--- config.mk ---
export PLATFORM = sky130hd
export DESIGN_NAME = prc_rate_clkout_cfg
export DESIGN_NICKNAME = d
export VERILOG_FILES = /design/src/core/prc_pkg.sv /design/src/core/prc_rate_clkout_cfg.sv
export SDC_FILE = /design/constraint.sdc
export NUM_CORES = 1
export LEC_CHECK = 0
export BUFFER_PORTS_ARGS = -buffer_cell sky130_fd_sc_hd__buf_2
export CELL_PAD_IN_SITES_DETAIL_PLACEMENT = 0
export CELL_PAD_IN_SITES_GLOBAL_PLACEMENT = 1
export CORE_UTILIZATION = 40
export CTS_CLUSTER_DIAMETER = 120
export DETAILED_ROUTE_END_ITERATION = 16
export GPL_TIMING_DRIVEN = 1
export HOLD_SLACK_MARGIN = 0.1
export PLACE_DENSITY_LB_ADDON = 0.1
export SLEW_MARGIN = 20
export SYNTH_ARGS = -nofsm -noshare
export SYNTH_HDL_FRONTEND = slang
export SYNTH_SLANG_ARGS = --single-unit
--- constraint.sdc ---
create_clock -name hclk -period 9.73 [get_ports hclk]
set_input_delay 0 -clock hclk [delete_from_list [all_inputs] [get_ports hclk]]
set_output_delay 0 -clock hclk [all_outputs]
set_load 0.05 [all_outputs]
--- src/core/prc_pkg.sv ---
// Package: register map, field layouts, reset values and state types of the rate/clock-out bank
package prc_pkg;

  // Register indices; the byte address on the bus is four times the index
  localparam logic [4:0] IDX_RATE_HIGH     = 5'h08;
  localparam logic [4:0] IDX_RATE_LOW      = 5'h09;
  localparam logic [4:0] IDX_TR_STATUS     = 5'h0A;
  localparam logic [4:0] IDX_PAGE_SELECT   = 5'h13;
  localparam logic [4:0] IDX_CLKOUT_CTRL   = 5'h14;
  localparam logic [4:0] IDX_PSF_HEADER    = 5'h15;
  localparam logic [4:0] IDX_PSF_SRC_ADDR  = 5'h16;
  localparam logic [4:0] IDX_TR_DUR_LOW    = 5'h1E;
  localparam logic [4:0] IDX_TR_DUR_HIGH   = 5'h1F;

  // Pages that expose each group of registers
  localparam logic [2:0] PAGE_RATE         = 3'h4;
  localparam logic [2:0] PAGE_TR_DURATION  = 3'h5;
  localparam logic [2:0] PAGE_CONFIG       = 3'h6;
  localparam logic [2:0] PAGE_RESET        = 3'h0;

  // Clock output control field positions
  localparam int         COC_EN_BIT        = 15;
  localparam int         COC_SEL_BIT       = 14;
  localparam int         COC_SPEED_BIT     = 13;

  // Reset values and limits
  localparam logic       COC_EN_RESET      = 1'b1;
  localparam logic       COC_SEL_RESET     = 1'b0;
  localparam logic       COC_SPEED_RESET   = 1'b0;
  localparam logic [7:0] COC_DIV_RESET     = 8'h0A;
  localparam logic [7:0] COC_DIV_MIN       = 8'h02;
  localparam logic [2:0] PSF_LAST_NIBBLE   = 3'h7;
  localparam int         TR_DUR_HIGH_W     = 10;
  localparam int         TR_CNT_W          = 26;
  localparam int         TR_STATUS_ACT_BIT = 31;

  typedef struct packed {
    logic [3:0] header_reserved_nibble;
    logic [3:0] header_version_field;
    logic [3:0] header_transport_nibble;
    logic [3:0] header_message_kind;
  } prc_psf_header_t;

  typedef struct packed {
    logic [7:0] src_addr_second_byte;
    logic [7:0] src_addr_first_byte;
  } prc_psf_src_addr_t;

  typedef struct packed {
    logic       clkout_enable_bit;
    logic       clkout_root_select;
    logic       clkout_edge_speed;
    logic [7:0] clkout_divisor;
  } prc_clkout_ctrl_t;

  typedef struct packed {
    logic       rx_dv;
    logic [3:0] rxd;
  } prc_mii_rx_t;

  typedef struct packed {
    // Bus slave
    logic                     ph_valid;
    logic                     ph_write;
    logic                     ph_mapped;
    logic [4:0]               ph_idx;
    logic                     rd_wait;
    logic                     hready;
    logic [31:0]              hrdata;
    // Registers
    logic [2:0]               page;
    logic [15:0]              duration_low_field;
    logic [TR_DUR_HIGH_W-1:0] duration_high_field;
    logic [15:0]              rate_high_register;
    logic [15:0]              rate_low_register;
    prc_clkout_ctrl_t         coc;
    prc_psf_header_t          psf_header;
    prc_psf_src_addr_t        psf_src_addr;
    // Temporary rate
    logic [TR_CNT_W-1:0]      tr_cnt;
    logic                     tr_active;
    // Divided clock
    logic [7:0]               div_cnt;
    logic                     clkout;
    // Status frame
    logic                     psf_busy;
    logic [2:0]               psf_nibble;
    logic [31:0]              psf_frame;
    prc_mii_rx_t              mii;
  } prc_state_t;

endpackage

--- src/core/prc_rate_clkout_cfg.sv ---
// Module: paged configuration bank for temporary rate, divided clock output and status frames
//
// Behaviour
// - Duration-low register holds duration bits 15:0, read-write, resets to zero.
// - Duration-high register bits 9:0 hold duration bits 25:16.
// - Writing rate-low applies the temporary rate; software loads duration first.
// - Duration registers are left unchanged by each temporary-rate use.
// - Duration counts reference clock cycles, not time units.
// - Reserved bits ignore writes and read as zero.
// - Page-select value 110 exposes the configuration page registers.
// - Clock-output enable bit 15 gates the divided clock; resets to one.
// - Bit 14 picks phase generation root when 1, oscillator root when 0.
// - Divider divides the 250 MHz clock by 2 to 255.
// - Divider values 0 or 1 stop the output clock.
// - Divider field resets to 0x0A.
// - Header word is the first 16 bits of the status-frame header.
// - Header fields: reserved 15:12, version 11:8, transport 7:4, message 3:0.
// - Source-address bits 7:0 are the first byte, bits 15:8 the second.
// - Status frames go to the MAC over the MII receive data path.
`timescale 1ns/1ns
module prc_rate_clkout_cfg (
  input  wire logic                 hclk,             // Reference clock, 250 MHz
  input  wire logic                 hresetn,          // Asynchronous reset, active low
  input  wire logic                 hsel,             // Slave select
  input  wire logic [31:0]          haddr,            // Byte address
  input  wire logic [1:0]           htrans,           // Transfer type
  input  wire logic                 hwrite,           // Write when high
  input  wire logic [2:0]           hsize,            // Transfer size, word only
  input  wire logic [31:0]          hwdata,           // Write data
  input  wire logic                 hready,           // Bus ready
  output logic                      hreadyout,        // Slave ready
  output logic [31:0]               hrdata,           // Read data
  output logic                      hresp,            // Always OKAY
  input  wire logic                 root_pgm_tick,    // Phase generation root advance
  input  wire logic                 root_fco_tick,    // Oscillator root advance
  input  wire logic                 psf_send,         // Request to send a status frame
  output logic                      clkout,           // Divided clock output
  output logic                      clkout_fast_edge, // Fast pad edge select
  output logic [31:0]               rate_value,       // Temporary rate value
  output logic                      temp_rate_active, // Temporary rate in force
  output prc_pkg::prc_mii_rx_t      mii_rx,           // Receive data toward the MAC
  output logic                      psf_busy          // Status frame in progress
);

  prc_pkg::prc_state_t s_r;
  prc_pkg::prc_state_t s_nxt;

  logic        addr_phase;
  logic        wr_commit;
  logic        rd_page_cfg;
  logic        rd_page_dur;
  logic        rd_page_rate;
  logic        root_tick;
  logic        div_run;
  logic [7:0]  div_cnt_next;
  logic [31:0] rd_word;

  assign addr_phase   = hsel && htrans[1] && hready;
  assign wr_commit    = s_r.ph_valid && s_r.ph_write && s_r.ph_mapped;
  assign rd_page_cfg  = (s_r.page == prc_pkg::PAGE_CONFIG);
  assign rd_page_dur  = (s_r.page == prc_pkg::PAGE_TR_DURATION);
  assign rd_page_rate = (s_r.page == prc_pkg::PAGE_RATE);

  // Selected root clock advance for the divider
  assign root_tick = s_r.coc.clkout_root_select ? root_pgm_tick : root_fco_tick;
  assign div_run   = s_r.coc.clkout_enable_bit
                     && (s_r.coc.clkout_divisor >= prc_pkg::COC_DIV_MIN);

  always_comb begin
    div_cnt_next = s_r.div_cnt + 8'h01;
    if (s_r.div_cnt >= s_r.coc.clkout_divisor - 8'h01) begin
      div_cnt_next = 8'h00;
    end
  end

  // Read mux; unmapped or off-page registers read as zero
  always_comb begin
    rd_word = 32'h0000_0000;
    if (s_r.ph_mapped) begin
      if (s_r.ph_idx == prc_pkg::IDX_PAGE_SELECT) begin
        rd_word[2:0] = s_r.page;
      end else if (rd_page_cfg && s_r.ph_idx == prc_pkg::IDX_CLKOUT_CTRL) begin
        rd_word[prc_pkg::COC_EN_BIT]    = s_r.coc.clkout_enable_bit;
        rd_word[prc_pkg::COC_SEL_BIT]   = s_r.coc.clkout_root_select;
        rd_word[prc_pkg::COC_SPEED_BIT] = s_r.coc.clkout_edge_speed;
        rd_word[7:0]                    = s_r.coc.clkout_divisor;
      end else if (rd_page_cfg && s_r.ph_idx == prc_pkg::IDX_PSF_HEADER) begin
        rd_word[15:0] = s_r.psf_header;
      end else if (rd_page_cfg && s_r.ph_idx == prc_pkg::IDX_PSF_SRC_ADDR) begin
        rd_word[15:0] = s_r.psf_src_addr;
      end else if (rd_page_dur && s_r.ph_idx == prc_pkg::IDX_TR_DUR_LOW) begin
        rd_word[15:0] = s_r.duration_low_field;
      end else if (rd_page_dur && s_r.ph_idx == prc_pkg::IDX_TR_DUR_HIGH) begin
        rd_word[prc_pkg::TR_DUR_HIGH_W-1:0] = s_r.duration_high_field;
      end else if (rd_page_rate && s_r.ph_idx == prc_pkg::IDX_RATE_HIGH) begin
        rd_word[15:0] = s_r.rate_high_register;
      end else if (rd_page_rate && s_r.ph_idx == prc_pkg::IDX_RATE_LOW) begin
        rd_word[15:0] = s_r.rate_low_register;
      end else if (rd_page_rate && s_r.ph_idx == prc_pkg::IDX_TR_STATUS) begin
        rd_word[prc_pkg::TR_STATUS_ACT_BIT]  = s_r.tr_active;
        rd_word[prc_pkg::TR_CNT_W-1:0]       = s_r.tr_cnt;
      end
    end
  end

  always_comb begin
    s_nxt = s_r;

    // Bus: writes finish with no wait; reads take one wait state so that
    // read data is registered and a read right after a write sees the new value
    if (s_r.rd_wait) begin
      s_nxt.rd_wait = 1'b0;
      s_nxt.hready  = 1'b1;
      s_nxt.hrdata  = rd_word;
    end else if (hready) begin
      s_nxt.ph_valid = addr_phase;
      if (addr_phase) begin
        s_nxt.ph_write  = hwrite;
        s_nxt.ph_idx    = haddr[6:2];
        s_nxt.ph_mapped = (haddr[31:7] == 25'h000_0000) && (haddr[1:0] == 2'h0);
        if (!hwrite) begin
          s_nxt.rd_wait = 1'b1;
          s_nxt.hready  = 1'b0;
        end
      end
    end

    // Register writes, reserved bits dropped
    if (wr_commit) begin
      if (s_r.ph_idx == prc_pkg::IDX_PAGE_SELECT) begin
        s_nxt.page = hwdata[2:0];
      end else if (rd_page_cfg && s_r.ph_idx == prc_pkg::IDX_CLKOUT_CTRL) begin
        s_nxt.coc.clkout_enable_bit  = hwdata[prc_pkg::COC_EN_BIT];
        s_nxt.coc.clkout_root_select = hwdata[prc_pkg::COC_SEL_BIT];
        s_nxt.coc.clkout_edge_speed  = hwdata[prc_pkg::COC_SPEED_BIT];
        s_nxt.coc.clkout_divisor     = hwdata[7:0];
      end else if (rd_page_cfg && s_r.ph_idx == prc_pkg::IDX_PSF_HEADER) begin
        s_nxt.psf_header = hwdata[15:0];
      end else if (rd_page_cfg && s_r.ph_idx == prc_pkg::IDX_PSF_SRC_ADDR) begin
        s_nxt.psf_src_addr = hwdata[15:0];
      end else if (rd_page_dur && s_r.ph_idx == prc_pkg::IDX_TR_DUR_LOW) begin
        s_nxt.duration_low_field = hwdata[15:0];
      end else if (rd_page_dur && s_r.ph_idx == prc_pkg::IDX_TR_DUR_HIGH) begin
        s_nxt.duration_high_field = hwdata[prc_pkg::TR_DUR_HIGH_W-1:0];
      end else if (rd_page_rate && s_r.ph_idx == prc_pkg::IDX_RATE_HIGH) begin
        s_nxt.rate_high_register = hwdata[15:0];
      end else if (rd_page_rate && s_r.ph_idx == prc_pkg::IDX_RATE_LOW) begin
        s_nxt.rate_low_register = hwdata[15:0];
      end
    end

    // Temporary rate: a rate-low write restarts the count from the stored
    // duration, which itself is never consumed
    if (wr_commit && rd_page_rate && s_r.ph_idx == prc_pkg::IDX_RATE_LOW) begin
      s_nxt.tr_cnt    = {s_r.duration_high_field, s_r.duration_low_field};
      s_nxt.tr_active = ({s_r.duration_high_field, s_r.duration_low_field} != 26'h000_0000);
    end else if (s_r.tr_active) begin
      s_nxt.tr_cnt = s_r.tr_cnt - 26'h000_0001;
      if (s_r.tr_cnt == 26'h000_0001) begin
        s_nxt.tr_active = 1'b0;
      end
    end

    // Divided clock: high for the first half of each period of N root ticks
    if (!div_run) begin
      s_nxt.div_cnt = 8'h00;
      s_nxt.clkout  = 1'b0;
    end else if (root_tick) begin
      s_nxt.div_cnt = div_cnt_next;
      s_nxt.clkout  = div_cnt_next < (s_r.coc.clkout_divisor >> 1);
    end

    // Status frame: header bytes then source-address bytes, low nibble first.
    // Fields are snapshotted so a register write mid-frame cannot tear it.
    if (s_r.psf_busy) begin
      s_nxt.mii.rx_dv = 1'b1;
      s_nxt.mii.rxd   = s_r.psf_frame[{s_r.psf_nibble, 2'b00} +: 4];
      s_nxt.psf_nibble = s_r.psf_nibble + 3'h1;
      if (s_r.psf_nibble == prc_pkg::PSF_LAST_NIBBLE) begin
        s_nxt.psf_busy = 1'b0;
      end
    end else begin
      s_nxt.mii.rx_dv = 1'b0;
      s_nxt.mii.rxd   = 4'h0;
      if (psf_send) begin
        s_nxt.psf_busy   = 1'b1;
        s_nxt.psf_nibble = 3'h0;
        s_nxt.psf_frame  = {s_r.psf_src_addr, s_r.psf_header};
      end
    end
  end

  always_ff @(posedge hclk or negedge hresetn) begin
    if (!hresetn) begin
      s_r                        <= '0;
      s_r.hready                 <= 1'b1;
      s_r.page                   <= prc_pkg::PAGE_RESET;
      s_r.coc.clkout_enable_bit  <= prc_pkg::COC_EN_RESET;
      s_r.coc.clkout_root_select <= prc_pkg::COC_SEL_RESET;
      s_r.coc.clkout_edge_speed  <= prc_pkg::COC_SPEED_RESET;
      s_r.coc.clkout_divisor     <= prc_pkg::COC_DIV_RESET;
    end else begin
      s_r <= s_nxt;
    end
  end

  assign hreadyout        = s_r.hready;
  assign hrdata           = s_r.hrdata;
  assign hresp            = 1'b0;
  assign clkout           = s_r.clkout;
  assign clkout_fast_edge = s_r.coc.clkout_edge_speed;
  assign rate_value       = {s_r.rate_high_register, s_r.rate_low_register};
  assign temp_rate_active = s_r.tr_active;
  assign mii_rx           = s_r.mii;
  assign psf_busy         = s_r.psf_busy;

endmodule

## After elaboration in Yosys (flattened, before gate mapping)

Index checks and enable logic that the tools add are counted.
Widths: inputs -> output; s select.

| word-level totals | value |
|---|---|
| bits in registers | 218 |
| logic and storage cells | 160 |
| output and inout port bits | 75 |

| cells by class | value |
|---|---|
| bitwise gates (word level) | 9 |
| muxes and demuxes | 61 |
| reductions and logical operators | 35 |
| shift-type cells | 1 |
| $lt $le $gt $ge | 3 |
| eq/ne operators | 16 |
| add/subtract/negate cells | 4 |

Operators by type and width:

| kind | count |
|---|---|
| $mux 26 | 11 |
| $mux 16 | 13 |
| $mux 10 | 7 |
| $mux 27 | 2 |
| $mux 36 | 1 |
| $shiftx 32x6->4 | 1 |
| $eq 5x5->1 const B | 6 |
| $eq 26x1->1 const B | 1 |
| $reduce_bool 26->1 | 1 |
| $sub 26x1->26 const B | 1 |
| $logic_not 25->1 | 1 |
| $mux 23 | 1 |
| $mux 9 | 2 |
| $logic_and 1x1->1 | 16 |
| $mux 8 | 2 |
| $eq 5x4->1 const B | 3 |
| $mux 1 | 13 |
| $eq 3x3->1 const B | 4 |
| $mux 5 | 2 |
| $not 1->1 | 9 |
| $reduce_and 3->1 | 3 |
| $reduce_and 9->1 | 1 |
| $add 8x1->8 const B | 1 |
| $ge 8x2->1 const B | 1 |
| 17 further kinds | 26 |

## Longest topological paths before layout

| logic depth | value |
|---|---|
| word-level depth | 28 |
| mapped depth | 15 |
| gate-level depth less buffers | 15 |

## Least setup slack after synthesis

OpenSTA, ideal clock, no wires.

| timing | value |
|---|---|
| path kind | register to register |
| start point | reg s_r[110] in the netlist's numbering |
| end point | reg s_r, in the netlist clkout |
| data required time | 9635 ps |
| path slack | 6493 ps |
| period minus slack after synthesis | 3237 ps |
| cell stages (with the launch flop) | 16 |
| arrival | 3142 ps |
| path through | dfstp_2 -> inv_1 -> ha_1 -> inv_1 -> nor2_1 -> xnor2_1 -> ha_1 -> a211oi_1 -> a21oi_1 -> a21oi_1 -> and2_1 -> ha_1 -> a21oi_1 -> nor3_1 -> a2111o_1 -> o31ai_1 |

| between the ends | value |
|---|---|
| longest elaborated chain between the ends | 6 |
| elaborated cells on any way between the ends | 9 |
| those cells by class | add/sub (1); order compare (3); eq/ne (1); mux (3); reduce/logical (1) |

RTL lines:

| what | line | source |
|---|---|---|
| start, declared | prc_rate_clkout_cfg.sv:45 | `prc_pkg::prc_state_t s_r;` |
| start signal, assigned | prc_rate_clkout_cfg.sv:203 | `s_r <= s_nxt;` |
| $sub 8x1->8 | prc_rate_clkout_cfg.sv:71 | `if (s_r.div_cnt >= s_r.coc.clkout_divisor - 8'h01) begin` |
| $ge 8x8->1 | prc_rate_clkout_cfg.sv:71 |  |
| $mux 8 | prc_rate_clkout_cfg.sv:71 |  |
| $lt 8x7->1 | prc_rate_clkout_cfg.sv:170 | `s_nxt.clkout = div_cnt_next < (s_r.coc.clkout_divisor >> 1);` |
| $mux 9 | prc_rate_clkout_cfg.sv:168 | `end else if (root_tick) begin` |
| $mux 9 | prc_rate_clkout_cfg.sv:165 | `if (!div_run) begin` |

Parallel ways exist; a longest one is shown, timed or not. The select of a mux whose other input is x is not followed.
A chain may end at the register's enable or synchronous reset.

## Worst setup path after layout

Ends and elaborated chain as after synthesis.

==> flow_summary.toml <==
[outcome]
status = "completed"

[drt]
first_iter_violations = 602
drt_wl_total_mm = 31.8
routedWlPerCell_um = 21.6
ant_nets = 0
drc = 0
firstDrtPassIters = 5
vias = 7941
vias_per_cell = 5.38

[synth]
syn-cell-area_mm2 = 0.0113
synthDistinctLibCells = 65
synth_ff_type = "dfrtp_1"
synth-warning-count = 0
ys_async_sr_fraction_pct = 100
yosysTopAreaCellShare_pct = 47.5
ys_ff_latch = 218
synth_common_cells = "214 x dfrtp_1, 115 x mux2_2, 70 x buf_4"
avgSynthCellArea_um2 = 11.4
synth_top_cell_by_area = "dfrtp_1"
yosysSeqAreaShare_pct = 48.5
synth.top_cells.by_area = "dfrtp_1 48%, mux2_2 11%, buf_4 4.7%, mux2_1 2.4%, ha_1 2.3%"
yosysMostFrequentCell = "dfrtp_1"
synth_edf_count = 0
syn-instance-count = 992

[sta]
drv_slew = 0
max_freq_mhz = 268
clock-skew-final_ps = 9.42
final.min_clock_period_ps = 3740
tightestPinTransition_ps = 1010
final.setup.tns_ps = 0
relSlewSlack_pct = 32.6
final-hold-violation-count = 0
setup_viol = 0
fin_crit_sh_pct = 38.4
rsz0062_at_grt = "no"
holdWs_ps = 145

[power_and_ir_drop]
totalPowerFinal_mw = 2.42
cellPowerDensity_mw_per_mm2 = 186
cellLeakagePower_nw = 5.97
peakVddDrop_mv = 0.158

[critical_path]
startpoint_type = "flop"
r2r_slack_ps = 5990
critPathKind = "reg -> reg"
cp_max_fo = 7
end_kind = "flop"
worstReg2RegEnd = "clkout"
cp.arrival_ps = 4170
ff2ff_path_depth = 15
r2r-start = "s_r[110]"
crit_required_ps = 10160

[grt]
grt_pass1_wl_mm = 49.4
grt_pass1_vias = 8160
grtUsageTotal_pct = 22.7
grt_overflow = 0
grt_max_degree = 75
antenna_found_initial = 0

[cts]
cts.path.max_buffers = 3
tritoncts.num_buffers = 26
path_clk_slew_ps = 60
cts_setup_buffers = 0
h-tree-depth = 1
clock-sinks = 218
clock-root-buffer = "clkbuf_16"
cts_tree = "yes"
insertion_delay_ps = 530

[layout]
fin_util_pct = 47.0
nets = 1175
num_antenna_cells = 0
nFillCells = 2632
area_delta_synth_final_pct = 15.6
drive_above_1_share_pct = 29.6

[worst_hold_path]
min_path_cells = 4
whs_endpoint = "hreadyout"
holdCritStartpoint = "hsel"
min_path_type = "in -> reg"

[placement]
io_buffer_count = 125
dp_hpwl_mm = 21.7
gp_congestion = 0.805

[floorplan]
floorplan.initialDensity_pct = 40.7
die_x_um = 170
die_height_um = 170
die_area_mm2 = 0.0288
core_mm2 = 0.0277
fp-row-count = 61
io_pins = 152

[run]
cap_violations = 0
-- metrics by stage --
stage | setup slack [ps] | std cells | area [um^2]
finish | 5990 | 1475 | 13000
global route | 5630 | 1475 | 13000
CTS | 5980 | 1475 | 13000
detailed placement | 6030 | 1389 | 11800
global placement | 5980 | 1389 | 11800
floorplan | 6490 | 997 | 11300
-- cell families (layout without fill, tap and decap cells) --
kind of cell | Yosys count | in the layout | share of synthesized area (%)
flops | 218 | 218 | 48.5
mux | 167 | 167 | 17.3
fa+ha+maj | 21 | 21 | 2.33
other cells | 1 | 6 | 0.0333
compound gates | 175 | 175 | 10.9
simple gates | 236 | 236 | 11.1
xor+xnor | 35 | 35 | 2.72
buf+inv | 139 | 239 | 7.09
-- how the worst max path moves through the flow --
stage,startpoint,slack (ps),end,depth (start not counted)
5_1_grt,s_r[110],5630,clkout,15
3_5_place_dp,s_r[110],6030,clkout,15
3_3_place_gp,s_r[110],5980,clkout,15
4_1_cts,s_r[110],5980,clkout,15
2_1_floorplan,s_r[110],6490,clkout,15
6_report,s_r[110],5990,clkout,15
-- state kept, by name, indices dropped and copies added (netlist names) --
signal	count
psf_busy	1
temp_rate_active	1
hrdata	27
rate_value	32
hreadyout	1
clkout	1
s_r	149
mii_rx	5
clkout_fast_edge	1
-- per-layer routing --
metal | up-vias | global-route usage, % | wire, um
met3 | 41 | 2.80 | 1100
met4 | 0 | 5.60 | 664
met2 | 158 | 36.7 | 14900
li1 | 3730 | - | -
met5 | - | 0 | 0
met1 | 4012 | 32.1 | 15100
-- area by class of cell --
class                      count  area (um^2)  share of cell area, %
sequential                   218         5460                   41.9
tap                          378          473                   3.63
inverter                      17         63.8                  0.490
multi-input combinational    640         5040                   38.7
timing repair buffer         174         1120                   8.57
clock buffer                  40          763                   5.86
clock inverter                 8          105                  0.807
-- cells in the final DEF, fill, tap and decap left out, types with 5 or more instances in the layout --
| master | netlist | final |
|---|---|---|
| o2bb2ai_1 | 7 | 7 |
| dlygate4sd3_1 | 0 | 37 |
| o32ai_1 | 5 | 5 |
| nand2b_1 | 10 | 10 |
| mux4_2 | 8 | 8 |
| dfrtp_1 | 214 | 213 |
| clkbuf_1 | 43 | 8 |
| inv_1 | 17 | 16 |
| mux2_2 | 115 | 115 |
| nor2b_1 | 11 | 10 |
| nor3_1 | 9 | 9 |
| conb_1 | 1 | 6 |
| o31ai_1 | 8 | 8 |
| a22oi_1 | 7 | 7 |
| or3_1 | 11 | 11 |
| nor4_2 | 10 | 9 |
| buf_2 | 5 | 124 |
| and3_1 | 5 | 5 |
| o21ai_0 | 34 | 34 |
| nor4_1 | 16 | 16 |
| mux2_1 | 24 | 24 |
| buf_4 | 70 | 11 |
| a222oi_1 | 8 | 8 |
| a22o_1 | 23 | 23 |
| clkbuf_16 | 0 | 26 |
| nand3b_1 | 5 | 5 |
| mux2i_1 | 20 | 20 |
| nand2_1 | 59 | 59 |
| nor2_1 | 55 | 55 |
| xor2_1 | 7 | 7 |
| nand3_1 | 24 | 23 |
| a21oi_1 | 41 | 41 |
| clkbuf_8 | 0 | 6 |
| ha_1 | 21 | 21 |
| xnor2_1 | 28 | 28 |
-- where the power goes --
part	internal, mW	switching, mW
sequential	0.978	0.0797
combinational	0.163	0.217
clock	0.593	0.385
total	1.74	0.682
-- worst max-delay path, stage by stage, from the launching register on --
cell	delay (ps)
dfstp_2	590
inv_1	100
ha_1	230
inv_1	60
nor2_1	50
xnor2_1	130
ha_1	310
a211oi_1	280
a21oi_1	130
a21oi_1	450
and2_1	220
ha_1	240
a21oi_1	140
nor3_1	60
a2111o_1	390
o31ai_1	260
-- repair_timing --
item / 4_1_cts / 5_1_grt
resized for setup: 0 / 0
hold buffers: 38 / 0
hold endpoints to repair: 199 / 0
Power figures use the tool's default switching activity.
